<file path="src/design/lst_cfg.svh">
// constants for the link sync and sample marker block
`ifndef LST_CFG_SVH
`define LST_CFG_SVH

// sample path width
`define LST_SAMPLE_W 12

// idle level of an active-low sync request
`define LST_SYNC_IDLE 1'b1

// length of the lane alignment sequence, in clock cycles
`define LST_ILAS_W 8
`define LST_ILAS_LEN 8'h40

// reset values
`define LST_RST_BIT 1'b0
`define LST_RST_SAMPLE 12'h000
`define LST_RST_CNT 8'h00

`endif

</file>
<file path="src/design/lst_pkg.sv">
// types of the link sync and sample marker block
package lst_pkg;

    // link states, gray coded along idle, cgs, ilas, data
    typedef enum logic [1:0] {
        st_idle = 2'b00,
        st_cgs = 2'b01,
        st_ilas = 2'b11,
        st_data = 2'b10
    } lst_link_state_t;

endpackage

</file>
<file path="src/design/lst_sync_if.sv">
// carrier between the sync selector and its synchroniser
`timescale 1ns/1ps
interface lst_sync_if;
    logic level_n_raw;
    logic level_n_sync;

    modport src (
        output level_n_raw,
        input level_n_sync
    );

    modport sync (
        input level_n_raw,
        output level_n_sync
    );
endinterface

</file>
<file path="src/design/lst_top.sv">
// link sync source select, link start sequencing and sample marking
//
// Behaviour
// - read-out pin undriven except while a serial register read runs
// - select 0 uses the single-ended active-low sync pin in 8b/10b
// - 64b/66b link ignores sync for start; sync may trigger nco sync
// - low sync request starts code group synchronisation in 8b/10b
// - sync release after code group sync starts lane alignment sequence
// - select 1 takes sync from the differential marker pair instead
// - marker pair used as sync is active low like the pin
// - mark enable 1 flags the sample taken while marker is asserted
// - marker pair may serve as sync and sample marker at once
// - marker pair ignored unless its receiver enable is 1
`timescale 1ns/1ps
`include "lst_cfg.svh"
module lst_top (
    // clock and reset
    input wire logic clock_i,
    input wire logic nrst_i,
    // configuration
    input wire logic sync_sel_i,
    input wire logic mode_64b66b_i,
    input wire logic marker_pair_receiver_enable_i,
    input wire logic sample_mark_enable_i,
    // sync and marker pins
    input wire logic single_ended_sync_pin_n_i,
    input wire logic marker_pair_input_p_i,
    input wire logic marker_pair_input_n_i,
    // serial configuration port read-out
    input wire logic spi_read_active_i,
    input wire logic spi_read_bit_i,
    output logic serial_port_read_out_o,
    output logic serial_port_read_out_oe_o,
    // sample stream
    input wire logic [`LST_SAMPLE_W-1:0] sample_i,
    input wire logic sample_valid_i,
    output logic [`LST_SAMPLE_W-1:0] sample_o,
    output logic sample_valid_o,
    output logic sample_mark_o,
    // link sequencing
    output logic sync_request_o,
    output lst_pkg::lst_link_state_t link_state_o,
    output logic cgs_active_o,
    output logic ilas_active_o,
    output logic ilas_start_o,
    output logic link_up_o,
    output logic nco_sync_o
);

    ////////////////////////////////////////////////////////////////////
    // marker pair receiver and sync source select

    // differential level: high when the positive leg is above the negative
    function automatic logic diff_level(input logic p, input logic n);
        diff_level = p & ~n;
    endfunction

    logic marker_level;
    logic marker_usable;
    lst_sync_if sync_bus ();

    always_comb begin
        marker_usable = marker_pair_receiver_enable_i;
        marker_level = marker_usable &
            diff_level(marker_pair_input_p_i, marker_pair_input_n_i);
        if (sync_sel_i) begin
            // disabled receiver reads as idle, never as a request
            sync_bus.level_n_raw = marker_usable ?
                marker_level : `LST_SYNC_IDLE;
        end else begin
            sync_bus.level_n_raw = single_ended_sync_pin_n_i;
        end
    end

    lst_sync2 u_sync (
        .clock_i(clock_i),
        .nrst_i(nrst_i),
        .port_s(sync_bus.sync)
    );

    logic sync_low;
    assign sync_low = ~sync_bus.level_n_sync;

    ////////////////////////////////////////////////////////////////////
    // serial port read-out pin

    logic sdo_bit;
    logic next_sdo_bit;

    always_comb begin
        next_sdo_bit = spi_read_active_i ? spi_read_bit_i : `LST_RST_BIT;
    end

    always_ff @(posedge clock_i or negedge nrst_i) begin
        if (!nrst_i) begin
            sdo_bit <= `LST_RST_BIT;
        end else begin
            sdo_bit <= next_sdo_bit;
        end
    end

    assign serial_port_read_out_o = sdo_bit;
    assign serial_port_read_out_oe_o = spi_read_active_i;

    ////////////////////////////////////////////////////////////////////
    // link start state machine

    lst_pkg::lst_link_state_t state;
    lst_pkg::lst_link_state_t next_state;
    logic [`LST_ILAS_W-1:0] ilas_cnt;
    logic [`LST_ILAS_W-1:0] next_ilas_cnt;
    logic ilas_start;
    logic next_ilas_start;

    always_comb begin
        next_state = state;
        next_ilas_cnt = ilas_cnt;
        next_ilas_start = 1'b0;
        if (mode_64b66b_i) begin
            // no handshake: the link runs regardless of the request
            next_state = lst_pkg::st_data;
            next_ilas_cnt = `LST_RST_CNT;
        end else begin
            unique case (state)
                lst_pkg::st_idle: begin
                    if (sync_low) begin
                        next_state = lst_pkg::st_cgs;
                    end
                end
                lst_pkg::st_cgs: begin
                    if (!sync_low) begin
                        next_state = lst_pkg::st_ilas;
                        next_ilas_cnt = `LST_ILAS_LEN - 8'h01;
                        next_ilas_start = 1'b1;
                    end
                end
                lst_pkg::st_ilas: begin
                    if (sync_low) begin
                        next_state = lst_pkg::st_cgs;
                    end else if (ilas_cnt == `LST_RST_CNT) begin
                        next_state = lst_pkg::st_data;
                    end else begin
                        next_ilas_cnt = ilas_cnt - 8'h01;
                    end
                end
                lst_pkg::st_data: begin
                    if (sync_low) begin
                        next_state = lst_pkg::st_cgs;
                    end
                end
            endcase
        end
    end

    always_ff @(posedge clock_i or negedge nrst_i) begin
        if (!nrst_i) begin
            state <= lst_pkg::st_idle;
            ilas_cnt <= `LST_RST_CNT;
            ilas_start <= `LST_RST_BIT;
        end else begin
            state <= next_state;
            ilas_cnt <= next_ilas_cnt;
            ilas_start <= next_ilas_start;
        end
    end

    assign link_state_o = state;
    assign cgs_active_o = (state == lst_pkg::st_cgs);
    assign ilas_active_o = (state == lst_pkg::st_ilas);
    assign link_up_o = (state == lst_pkg::st_data);
    assign ilas_start_o = ilas_start;
    assign sync_request_o = sync_low;

    ////////////////////////////////////////////////////////////////////
    // nco sync trigger in 64b/66b

    logic sync_low_d;
    logic nco_sync;
    logic next_sync_low_d;
    logic next_nco_sync;

    always_comb begin
        next_sync_low_d = sync_low;
        next_nco_sync = mode_64b66b_i & sync_low & ~sync_low_d;
    end

    always_ff @(posedge clock_i or negedge nrst_i) begin
        if (!nrst_i) begin
            sync_low_d <= `LST_RST_BIT;
            nco_sync <= `LST_RST_BIT;
        end else begin
            sync_low_d <= next_sync_low_d;
            nco_sync <= next_nco_sync;
        end
    end

    assign nco_sync_o = nco_sync;

    ////////////////////////////////////////////////////////////////////
    // sample marking

    logic [`LST_SAMPLE_W-1:0] sample_q;
    logic sample_valid_q;
    logic sample_mark_q;
    logic [`LST_SAMPLE_W-1:0] next_sample_q;
    logic next_sample_valid_q;
    logic next_sample_mark_q;

    // the marker is read independently of the sync select, so one pair can
    // carry the request and be echoed in the sample stream at once
    always_comb begin
        next_sample_q = sample_valid_i ? sample_i : sample_q;
        next_sample_valid_q = sample_valid_i;
        next_sample_mark_q = sample_valid_i & sample_mark_enable_i &
            marker_level;
    end

    always_ff @(posedge clock_i or negedge nrst_i) begin
        if (!nrst_i) begin
            sample_q <= `LST_RST_SAMPLE;
            sample_valid_q <= `LST_RST_BIT;
            sample_mark_q <= `LST_RST_BIT;
        end else begin
            sample_q <= next_sample_q;
            sample_valid_q <= next_sample_valid_q;
            sample_mark_q <= next_sample_mark_q;
        end
    end

    assign sample_o = sample_q;
    assign sample_valid_o = sample_valid_q;
    assign sample_mark_o = sample_mark_q;

    ////////////////////////////////////////////////////////////////////
    // checks

    // sampled nrst_i keeps attempts off the release edge, which still resets
    sdo_idle_hiz_a: assert property (
        @(posedge clock_i) disable iff (!nrst_i)
        !spi_read_active_i |-> !serial_port_read_out_oe_o)
    else $error("read-out pin driven outside a read");

    sdo_read_data_a: assert property (
        @(posedge clock_i) disable iff (!nrst_i)
        nrst_i && spi_read_active_i
        |=> serial_port_read_out_o == $past(spi_read_bit_i))
    else $error("read-out bit does not follow read data");

    se_sync_path_a: assert property (
        @(posedge clock_i) disable iff (!nrst_i)
        (nrst_i && !sync_sel_i && !single_ended_sync_pin_n_i) [*3]
        |-> sync_low)
    else $error("single-ended sync request not seen");

    hi_speed_run_a: assert property (
        @(posedge clock_i) disable iff (!nrst_i)
        (nrst_i && mode_64b66b_i) [*2] |-> state == lst_pkg::st_data)
    else $error("64b/66b link held by sync");

    cgs_entry_a: assert property (
        @(posedge clock_i) disable iff (!nrst_i)
        (!mode_64b66b_i && sync_low && state != lst_pkg::st_cgs)
        |=> state == lst_pkg::st_cgs)
    else $error("sync request did not start code group sync");

    ilas_entry_a: assert property (
        @(posedge clock_i) disable iff (!nrst_i)
        (!mode_64b66b_i && !sync_low && state == lst_pkg::st_cgs)
        |=> (state == lst_pkg::st_ilas && ilas_start_o)
        ##1 !ilas_start_o)
    else $error("sync release did not start alignment sequence");

    pair_sync_path_a: assert property (
        @(posedge clock_i) disable iff (!nrst_i)
        (nrst_i && sync_sel_i && marker_pair_receiver_enable_i &&
        !marker_pair_input_p_i && marker_pair_input_n_i) [*3] |-> sync_low)
    else $error("marker pair sync request not seen");

    pair_active_low_a: assert property (
        @(posedge clock_i) disable iff (!nrst_i)
        (sync_sel_i && marker_pair_receiver_enable_i &&
        marker_pair_input_p_i && !marker_pair_input_n_i) [*3] |-> !sync_low)
    else $error("marker pair high read as a request");

    sample_mark_a: assert property (
        @(posedge clock_i) disable iff (!nrst_i)
        (nrst_i && sample_valid_i && sample_mark_enable_i &&
        marker_pair_receiver_enable_i &&
        diff_level(marker_pair_input_p_i, marker_pair_input_n_i))
        |=> sample_mark_o && sample_valid_o)
    else $error("asserted marker did not flag the sample");

    rx_off_ignore_a: assert property (
        @(posedge clock_i) disable iff (!nrst_i)
        (!marker_pair_receiver_enable_i) |=> !sample_mark_o)
    else $error("disabled marker pair flagged a sample");

    rx_off_no_sync_a: assert property (
        @(posedge clock_i) disable iff (!nrst_i)
        (sync_sel_i && !marker_pair_receiver_enable_i) [*3] |-> !sync_low)
    else $error("disabled marker pair raised a sync request");

endmodule // lst_top

</file>
<file path="src/design/lst_sync2.sv">
// two-stage synchroniser for the active-low sync request
`timescale 1ns/1ps
`include "lst_cfg.svh"
module lst_sync2 (
    // clock and reset
    input wire logic clock_i,
    input wire logic nrst_i,
    // request level in and out
    lst_sync_if.sync port_s
);

    logic stage1;
    logic stage2;
    logic next_stage1;
    logic next_stage2;

    always_comb begin
        next_stage1 = port_s.level_n_raw;
        next_stage2 = stage1;
    end

    // both stages rest at the idle level, so reset asks for nothing
    always_ff @(posedge clock_i or negedge nrst_i) begin
        if (!nrst_i) begin
            stage1 <= `LST_SYNC_IDLE;
            stage2 <= `LST_SYNC_IDLE;
        end else begin
            stage1 <= next_stage1;
            stage2 <= next_stage2;
        end
    end

    assign port_s.level_n_sync = stage2;

    // skip the two edges after release, whose stages still hold reset values
    sync_delay_a: assert property (
        @(posedge clock_i) disable iff (!nrst_i)
        $past(nrst_i) && $past(nrst_i, 2) |->
        port_s.level_n_sync == $past(port_s.level_n_raw, 2))
    else $error("sync request not delayed by two stages");

endmodule // lst_sync2

</file>
<file path="config.mk">
export PLATFORM = sky130hd
export DESIGN_NAME = lst_top
export DESIGN_NICKNAME = d
export VERILOG_FILES = /design/src/design/lst_pkg.sv /design/src/design/lst_sync_if.sv /design/src/design/lst_top.sv /design/src/design/lst_sync2.sv
export VERILOG_INCLUDE_DIRS = /design/src /design/src/design
export SDC_FILE = /design/constraint.sdc
export NUM_CORES = 1
export LEC_CHECK = 0
export BUFFER_PORTS_ARGS = -buffer_cell sky130_fd_sc_hd__buf_2
export CAP_MARGIN = 5
export CORE_MARGIN = 4
export CORE_UTILIZATION = 51
export DETAILED_ROUTE_END_ITERATION = 10
export PLACE_DENSITY = 0.82
export SYNTH_ARGS = -nofsm -noshare
export SYNTH_HDL_FRONTEND = slang
export SYNTH_HIERARCHICAL = 1
export SYNTH_SLANG_ARGS = --single-unit
</file>
<file path="constraint.sdc">
create_clock -name clock_i -period 3 [get_ports clock_i]
set_clock_uncertainty 0.15 [all_clocks]
set_input_delay 0.15 -clock clock_i [delete_from_list [all_inputs] [get_ports clock_i]]
set_output_delay 0.15 -clock clock_i [all_outputs]
set_load 0.03 [all_outputs]
</file>
==> results of run 1 <==
flip-flops by register name (all words and copies together) (netlist names):
signal and flops:
sample_o 12, ilas_cnt 8, link_state_o 2, ilas_start_o 1, nco_sync_o 1, sample_mark_o 1, sample_valid_o 1, serial_port_read_out_o 1
sync_low_d 1, u_sync/next_stage2 1, u_sync/port_s.level_n_sync 1
stage by stage:
step | hold WS (ns) | utilization (%) | worst slack (ns)
5_1_grt | 0.222 | 78.6 | 0.888
3_3_place_gp | 0.0433 | 66.2 | 1.23
2_1_floorplan | -0.296 | - | 1.17
4_1_cts | 0.214 | 78.6 | 1.10
3_5_place_dp | 0.0645 | 66.2 | 1.12
6_report | 0.215 | 78.6 | 1.11
cell usage after synthesis (2+ instances only):
| cell | instances |
|---|---|
| nand2_1 | 3 |
| a21oi_1 | 6 |
| dfstp_2 | 2 |
| nor3_1 | 2 |
| mux2_2 | 12 |
| o21ai_0 | 2 |
| nor2_1 | 8 |
| nor2b_1 | 2 |
| a311oi_1 | 5 |
| nand2b_1 | 4 |
| ha_1 | 2 |
| inv_1 | 4 |
| clkbuf_1 | 2 |
| o2111ai_1 | 2 |
| dfrtp_1 | 28 |
| and2_1 | 2 |
| nor3b_1 | 2 |
metal layers:
metal	vias to the layer above	GRT usage (%)	share of wire [%]
li1	517	-	-
met1	542	23.9	37
met2	52	37.8	56
met3	2	7.24	6.6
met4	0	8.94	0.61
met5	-	0	0
kinds of logic after synthesis:
| logic type | Yosys count | share of synthesized area (%) |
|---|---|---|
| adder cells (fa/ha/maj) | 2 | 1.93 |
| flip-flops | 30 | 58.2 |
| AND/OR/NAND/NOR | 29 | 13.6 |
| multiplexers | 13 | 11.2 |
| AO/OA/AOI/OAI | 21 | 11.5 |
| buffers and inverters | 9 | 3.48 |
cells in the final DEF, fill, tap and decap left out, drive strengths merged, types with 3 or more instances in the layout:
master,instances
nand2,3
and2,3
a311oi,5
dlygate4sd3,21
inv,4
nand2b,4
a21oi,7
dfrtp,28
mux2,12
nor2,8
buf,47
clkbuf,5
worst paths after layout:
path	end	startpoint	slack (ns)	cells after the start
setup reg to reg	ilas_cnt[5]$_DFFE_PN0P_	ilas_cnt[0]$_DFFE_PN0P_	1.11	6
hold / removal	link_state_o[0]$_DFFE_PN0P_	nrst_i	0.22	2
min in group clock_i	u_sync/port_s.level_n_sync$_DFF_PN1_	u_sync/next_stage2$_DFF_PN1_	0.22	0
setup / recovery	ilas_cnt[5]$_DFFE_PN0P_	ilas_cnt[0]$_DFFE_PN0P_	1.11	6
hold reg to reg	u_sync/port_s.level_n_sync$_DFF_PN1_	u_sync/next_stage2$_DFF_PN1_	0.22	0
max in group asynchronous	link_state_o[1]$_DFFE_PN0P_	nrst_i	2.05	2
power breakdown:
part           switching [uW]  internal, uW
Sequential               33.2           440
Clock                     137           172
Combinational             147           108
Total                     317           721
layout make-up:
cell class,instances,share of cell area (%)
Tap cell,28,1.92
Sequential cell,30,41.3
Clock inverter,3,2.20
Clock buffer,5,2.06
Inverter,4,0.824
Timing Repair Buffer,68,24.5
Multi-Input combinational cell,65,27.2
what timing repair did:
item | in CTS | in global routing
buffers inserted | 0 | 0
hold buffers | 21 | 0
hold endpoints to repair | 52 | 0
==> flow_summary.toml, run 1 <==
[worst_setup_path]
worstPathCellList = "inv_1, ha_1, and4bb_1, a21oi_2, a21oi_1, a311oi_1"
cpLargestDelayFamily = "compound AO/OA/AOI/OAI gates"
worst_path_max_delay_cell = "dfrtp_1"
required_ns = 3.08
critical_path_class = "reg2reg"
end_kind = "flop"
cp_slowest_stage_delay_ns = 0.42
path_buf_inv = 1
critPathLaunchType = "flop"
cp.arrival_ns = 1.97
path_max_fanout = 8

[sta]
max_freq_mhz = 528
relSlewSlack_pct = 56.9
final.period_utilization_pct = 63.2
rsz0062_at_grt = "no"
setup_tns_ns = 0
fin_crit_ns = 1.89
hold_viol = 0
setup_viol = 0
slew_viol_final = 0
worst-slew-pin-transition_ns = 0.647

[job]
cap_violations = 0

[synth]
synth_edf_count = 0
yosys-top-cells-area = "dfrtp_1 54%, mux2_2 10%, dfstp_2 4.1%"
syn_nets = 130
ys_ff_latch = 30
avgSynthCellArea_sq_um = 12.4
syn_inst = 104
synth_top_flop_cell = "dfrtp_1"
synth-async-reset-ratio_pct = 100
synth.largest_area_cell = "dfrtp_1"
yosysTopAreaCellShare_pct = 54.2
synth_cell_type_count = 33
yosysSeqAreaShare_pct = 58.2
synth_warnings = 6
synth_area_sq_um = 1290

[cts]
clk_pin_slew_worst_paths_ns = 0.10
root_buffer = "clkbuf_4"
cts-resized-gates = 0
insertion_delay_ns = 0.33
cts_buffer_depth = 2
tritoncts = "built"
cts_buffers = 5
cts_sinks = 30
htree_levels = 2

[floorplanning]
start_util_pct = 55.8
dieArea_sq_um = 3410
die_w_um = 58.4
die_y_um = 58.4
row_count = 17
num_io_pins = 48
core_area_sq_um = 2320

[global_routing]
grt_max_degree = 31
antenna_found_initial = 0
grt_pass1_wl_mm = 5.32
grt_pass1_vias = 1128
grt_usage_pct = 21.6
grt_overflow = 0

[drt]
drt_iter0_drc = 42
antenna_left = 0
post_drt_wl_per_cell_um = 15.3
firstDrtPassIters = 4
drc_errors = 0
vias_per_cell = 5.48
vias = 1113
finalWirelength_mm = 3.10

[placement]
dp_hpwl_mm = 2.06
place_area_sq_um = 1530
io_buffers = 47
placed_cells_incl_taps = 174
place_congestion = 0.733

[run_status]
status = "finished, final reports clean"

[final_layout]
final_nets = 200
area_delta_synth_final_pct = 40.8
fillers = 136
regArea_sq_um = 753
fin_area_sq_um = 1820
multi_input_area_sq_um = 495
antenna_cells = 0
drive_above_1_share_pct = 41.1
fin_cells = 203

[power_and_ir_drop]
ir_worst_vdd_uv = 453
total_power_uw = 1040
leakage_uw = 0.000862
pwr_density_cell_nw_per_um2 = 570

[min_path]
hp-class = "in2async"
No activity file was read; power rests on OpenSTA's default activity.
==> run 2, diff against run 1 <==
ABC_AREA = 1   (was unset)
CORE_UTILIZATION = 49   (was 51)
PLACE_DENSITY = 0.78   (was 0.82)
clock period = 1.95 ns   (was 3 ns; I/O delays follow)
==> flow_summary.toml, run 2 <==
[run_status]
status = "finished, final reports clean"

[final_layout]
mostFrequentLayoutCell = "buf_2"
fillers = 199
largest_reg_flops = 12
area_delta_synth_final_pct = 37.1
fin_area_sq_um = 2000
drive_above_1_share_pct = 35.5
most-common-layout-cells = "47 x buf_2, 32 x nand2_1, 28 x dfrtp_1, 22 x dlygate4sd3_1, 18 x inv_1"
regArea_sq_um = 753
multi_input_area_sq_um = 601
antenna_cells = 0
final_nets = 253

[worst_setup_path]
cpLargestDelayFamily = "buffers and inverters"
r2r-end = "ilas_cnt[6]$_DFFE_PN0P_"
critPathLaunchType = "input port"
r2r_setup_slack_ns = 0.32
end_kind = "flop"
cp.arrival_ns = 2.01
cp_slowest_stage_delay_ns = 0.57
worstPathCellList = "dlygate4sd3_1, buf_2, nand3_1, dlygate4sd3_1, nor2_1, dlygate4sd3_1"
path_buf_inv = 4
path_max_fanout = 1
rr_worst_depth = 10
r2r-start = "ilas_cnt[0]$_DFFE_PN0P_"
required_ns = 2.03
worst_path_max_delay_cell = "dlygate4sd3_1"
crit_top_cell = "dlygate4sd3_1"
critical_path_class = "in2reg"

[global_routing]
grt_overflow = 0
grt_max_degree = 31
grt_pass1_wl_mm = 6.22
grt_pass1_vias = 1359
antenna_found_initial = 0
grt_usage_pct = 20.3

[sta]
hold_viol = 0
max_freq_mhz = 519
layout_setup_ws_ns = 0.0236
rsz0062_at_grt = "no"
fin_crit_ns = 1.93
setup_tns_ns = 0
final.period_utilization_pct = 98.8
slew_viol_final = 0
relSlewSlack_pct = 56.0
setup_viol = 0
worst-slew-pin-transition_ns = 0.660

[cts]
hold_buffers = 22
cts-resized-gates = 0
cts_buffer_depth = 2
cts_buffers = 5
post-cts-setup-buffer-count = 0
htree_levels = 2
cts_sinks = 30
tritoncts = "built"
root_buffer = "clkbuf_4"
clk_pin_slew_worst_paths_ns = 0.10
insertion_delay_ns = 0.34

[synth]
synthTopCellsByCount = "32 x nand2_1, 28 x dfrtp_1, 18 x inv_1, 16 x nor2_1"
synth_top_flop_cell = "dfrtp_1"
syn_nets = 181
yosysSeqAreaShare_pct = 51.6
synth_warnings = 6
yosysTopAreaCellShare_pct = 48.0
synth_area_sq_um = 1460
synth_edf_count = 0
syn_inst = 155
ys_ff_latch = 30
yosys-top-cells-area = "dfrtp_1 48%, mux2_2 9.3%, nand2_1 8.2%"
synth.most_common_cell = "nand2_1"
synth-async-reset-ratio_pct = 100
avgSynthCellArea_sq_um = 9.42
synth_cell_type_count = 25
synth.largest_area_cell = "dfrtp_1"

[floorplanning]
start_util_pct = 52.1
dieArea_sq_um = 3920
row_count = 19
num_io_pins = 48
core_area_sq_um = 2810
die_y_um = 62.6
die_w_um = 62.6

[job]
cap_violations = 0

[placement]
io_buffers = 47
pre_cts_ws_ns = 0.343
dp_hpwl_mm = 2.27
place_area_sq_um = 1700
place_congestion = 0.905

[drt]
vias = 1302
post_drt_wl_per_cell_um = 13.9
drt_iter0_drc = 45
drc_errors = 0
firstDrtPassIters = 4
finalWirelength_mm = 3.60
vias_per_cell = 5.03
antenna_left = 0

[min_path]
hold_start = "sample_valid_i"
holdPathStages = 2
holdPathEnd = "sample_o[11]$_DFFE_PN0P_"
hp-class = "in2reg"

[power_and_ir_drop]
ir_worst_vdd_uv = 659
pwr_density_cell_nw_per_um2 = 1040
leakage_uw = 0.00104
## run 2: cell count changes in the layout (fill, tap and decap cells not counted), moves of 5 or more
| cell | before | now |
|---|---|---|
| nand2_1 | 3 | 32 |
| a311oi_1 | 5 | 0 |
| nor2_1 | 8 | 16 |
| inv_1 | 4 | 18 |
| nand3_1 | 1 | 12 |
## run 2: power by group
| group | switching (uW) | leakage (uW) | internal [uW] |
|---|---|---|---|
| logic | 514 | 0.000634 | 263 |
| clock network | 228 | 0.0000385 | 270 |
| registers | 90.3 | 0.000364 | 721 |
| total | 832 | 0.00104 | 1250 |
## run 2: how the worst max path moves through the flow
stage | to | cells past startpoint | startpoint | slack, ns
final | sample_mark_o$_DFF_PN0_ | 6 | sample_mark_enable_i | 0.02
after floorplan | ilas_cnt[0]$_DFFE_PN0P_ | 8 | link_state_o[1]$_DFFE_PN0P_ | 0.35
after global routing | sample_mark_o$_DFF_PN0_ | 6 | sample_mark_enable_i | 0.0004
after detailed placement | ilas_cnt[6]$_DFFE_PN0P_ | 10 | ilas_cnt[0]$_DFFE_PN0P_ | 0.34
after CTS | sample_mark_o$_DFF_PN0_ | 6 | sample_mark_enable_i | 0.13
after global placement | ilas_cnt[6]$_DFFE_PN0P_ | 10 | ilas_cnt[0]$_DFFE_PN0P_ | 0.40
## run 2: cells by family (layout without fill, tap and decap cells)
group / after synthesis / in the layout / synth area share [%]
AO/OA/AOI/OAI: 18 / 18 / 8.40
adder cells (fa/ha/maj): 2 / 2 / 1.71
buffers and inverters: 24 / 97 / 7.28
flip-flops: 30 / 30 / 51.6
multiplexers: 12 / 12 / 9.25
AND/OR/NAND/NOR: 69 / 69 / 21.8
## run 2: final cells by class
| type | count | share of cell area (%) |
|---|---|---|
| Clock inverter | 2 | 1.88 |
| Timing Repair Buffer | 69 | 22.8 |
| Clock buffer | 6 | 2.06 |
| Inverter | 20 | 3.75 |
| Multi-Input combinational cell | 101 | 30.0 |
| Tap cell | 31 | 1.94 |
| Sequential cell | 30 | 37.6 |
## run 2: layer usage
layer	part of all wire, %	GRT usage (%)
met1	43	24.4
met4	2.0	8.82
met5	0	0
met2	48	32.8
met3	6.7	7.37
## run 2: worst reg2reg max path, delay by kind of cell (launching register included)
| family | cells | cell delay (ns) |
|---|---|---|
| buffers and inverters | 1 | 0.17 |
| DFF | 1 | 0.40 |
| and+or+nand+nor | 8 | 0.65 |
| adders and majority gates | 1 | 0.20 |
## run 2: through the flow
step | instances | power [uW] | util (%) | hold slack [ns]
2_1_floorplan | 155 | 1370 | - | -0.348
3_3_place_gp | 229 | 1540 | 60.7 | 0.00504
3_5_place_dp | 229 | 1560 | 60.7 | 0.0132
4_1_cts | 259 | 2090 | 71.4 | 0.0832
5_1_grt | 259 | 2230 | 71.4 | 0.0888
6_report | 259 | 2090 | 71.4 | 0.0889
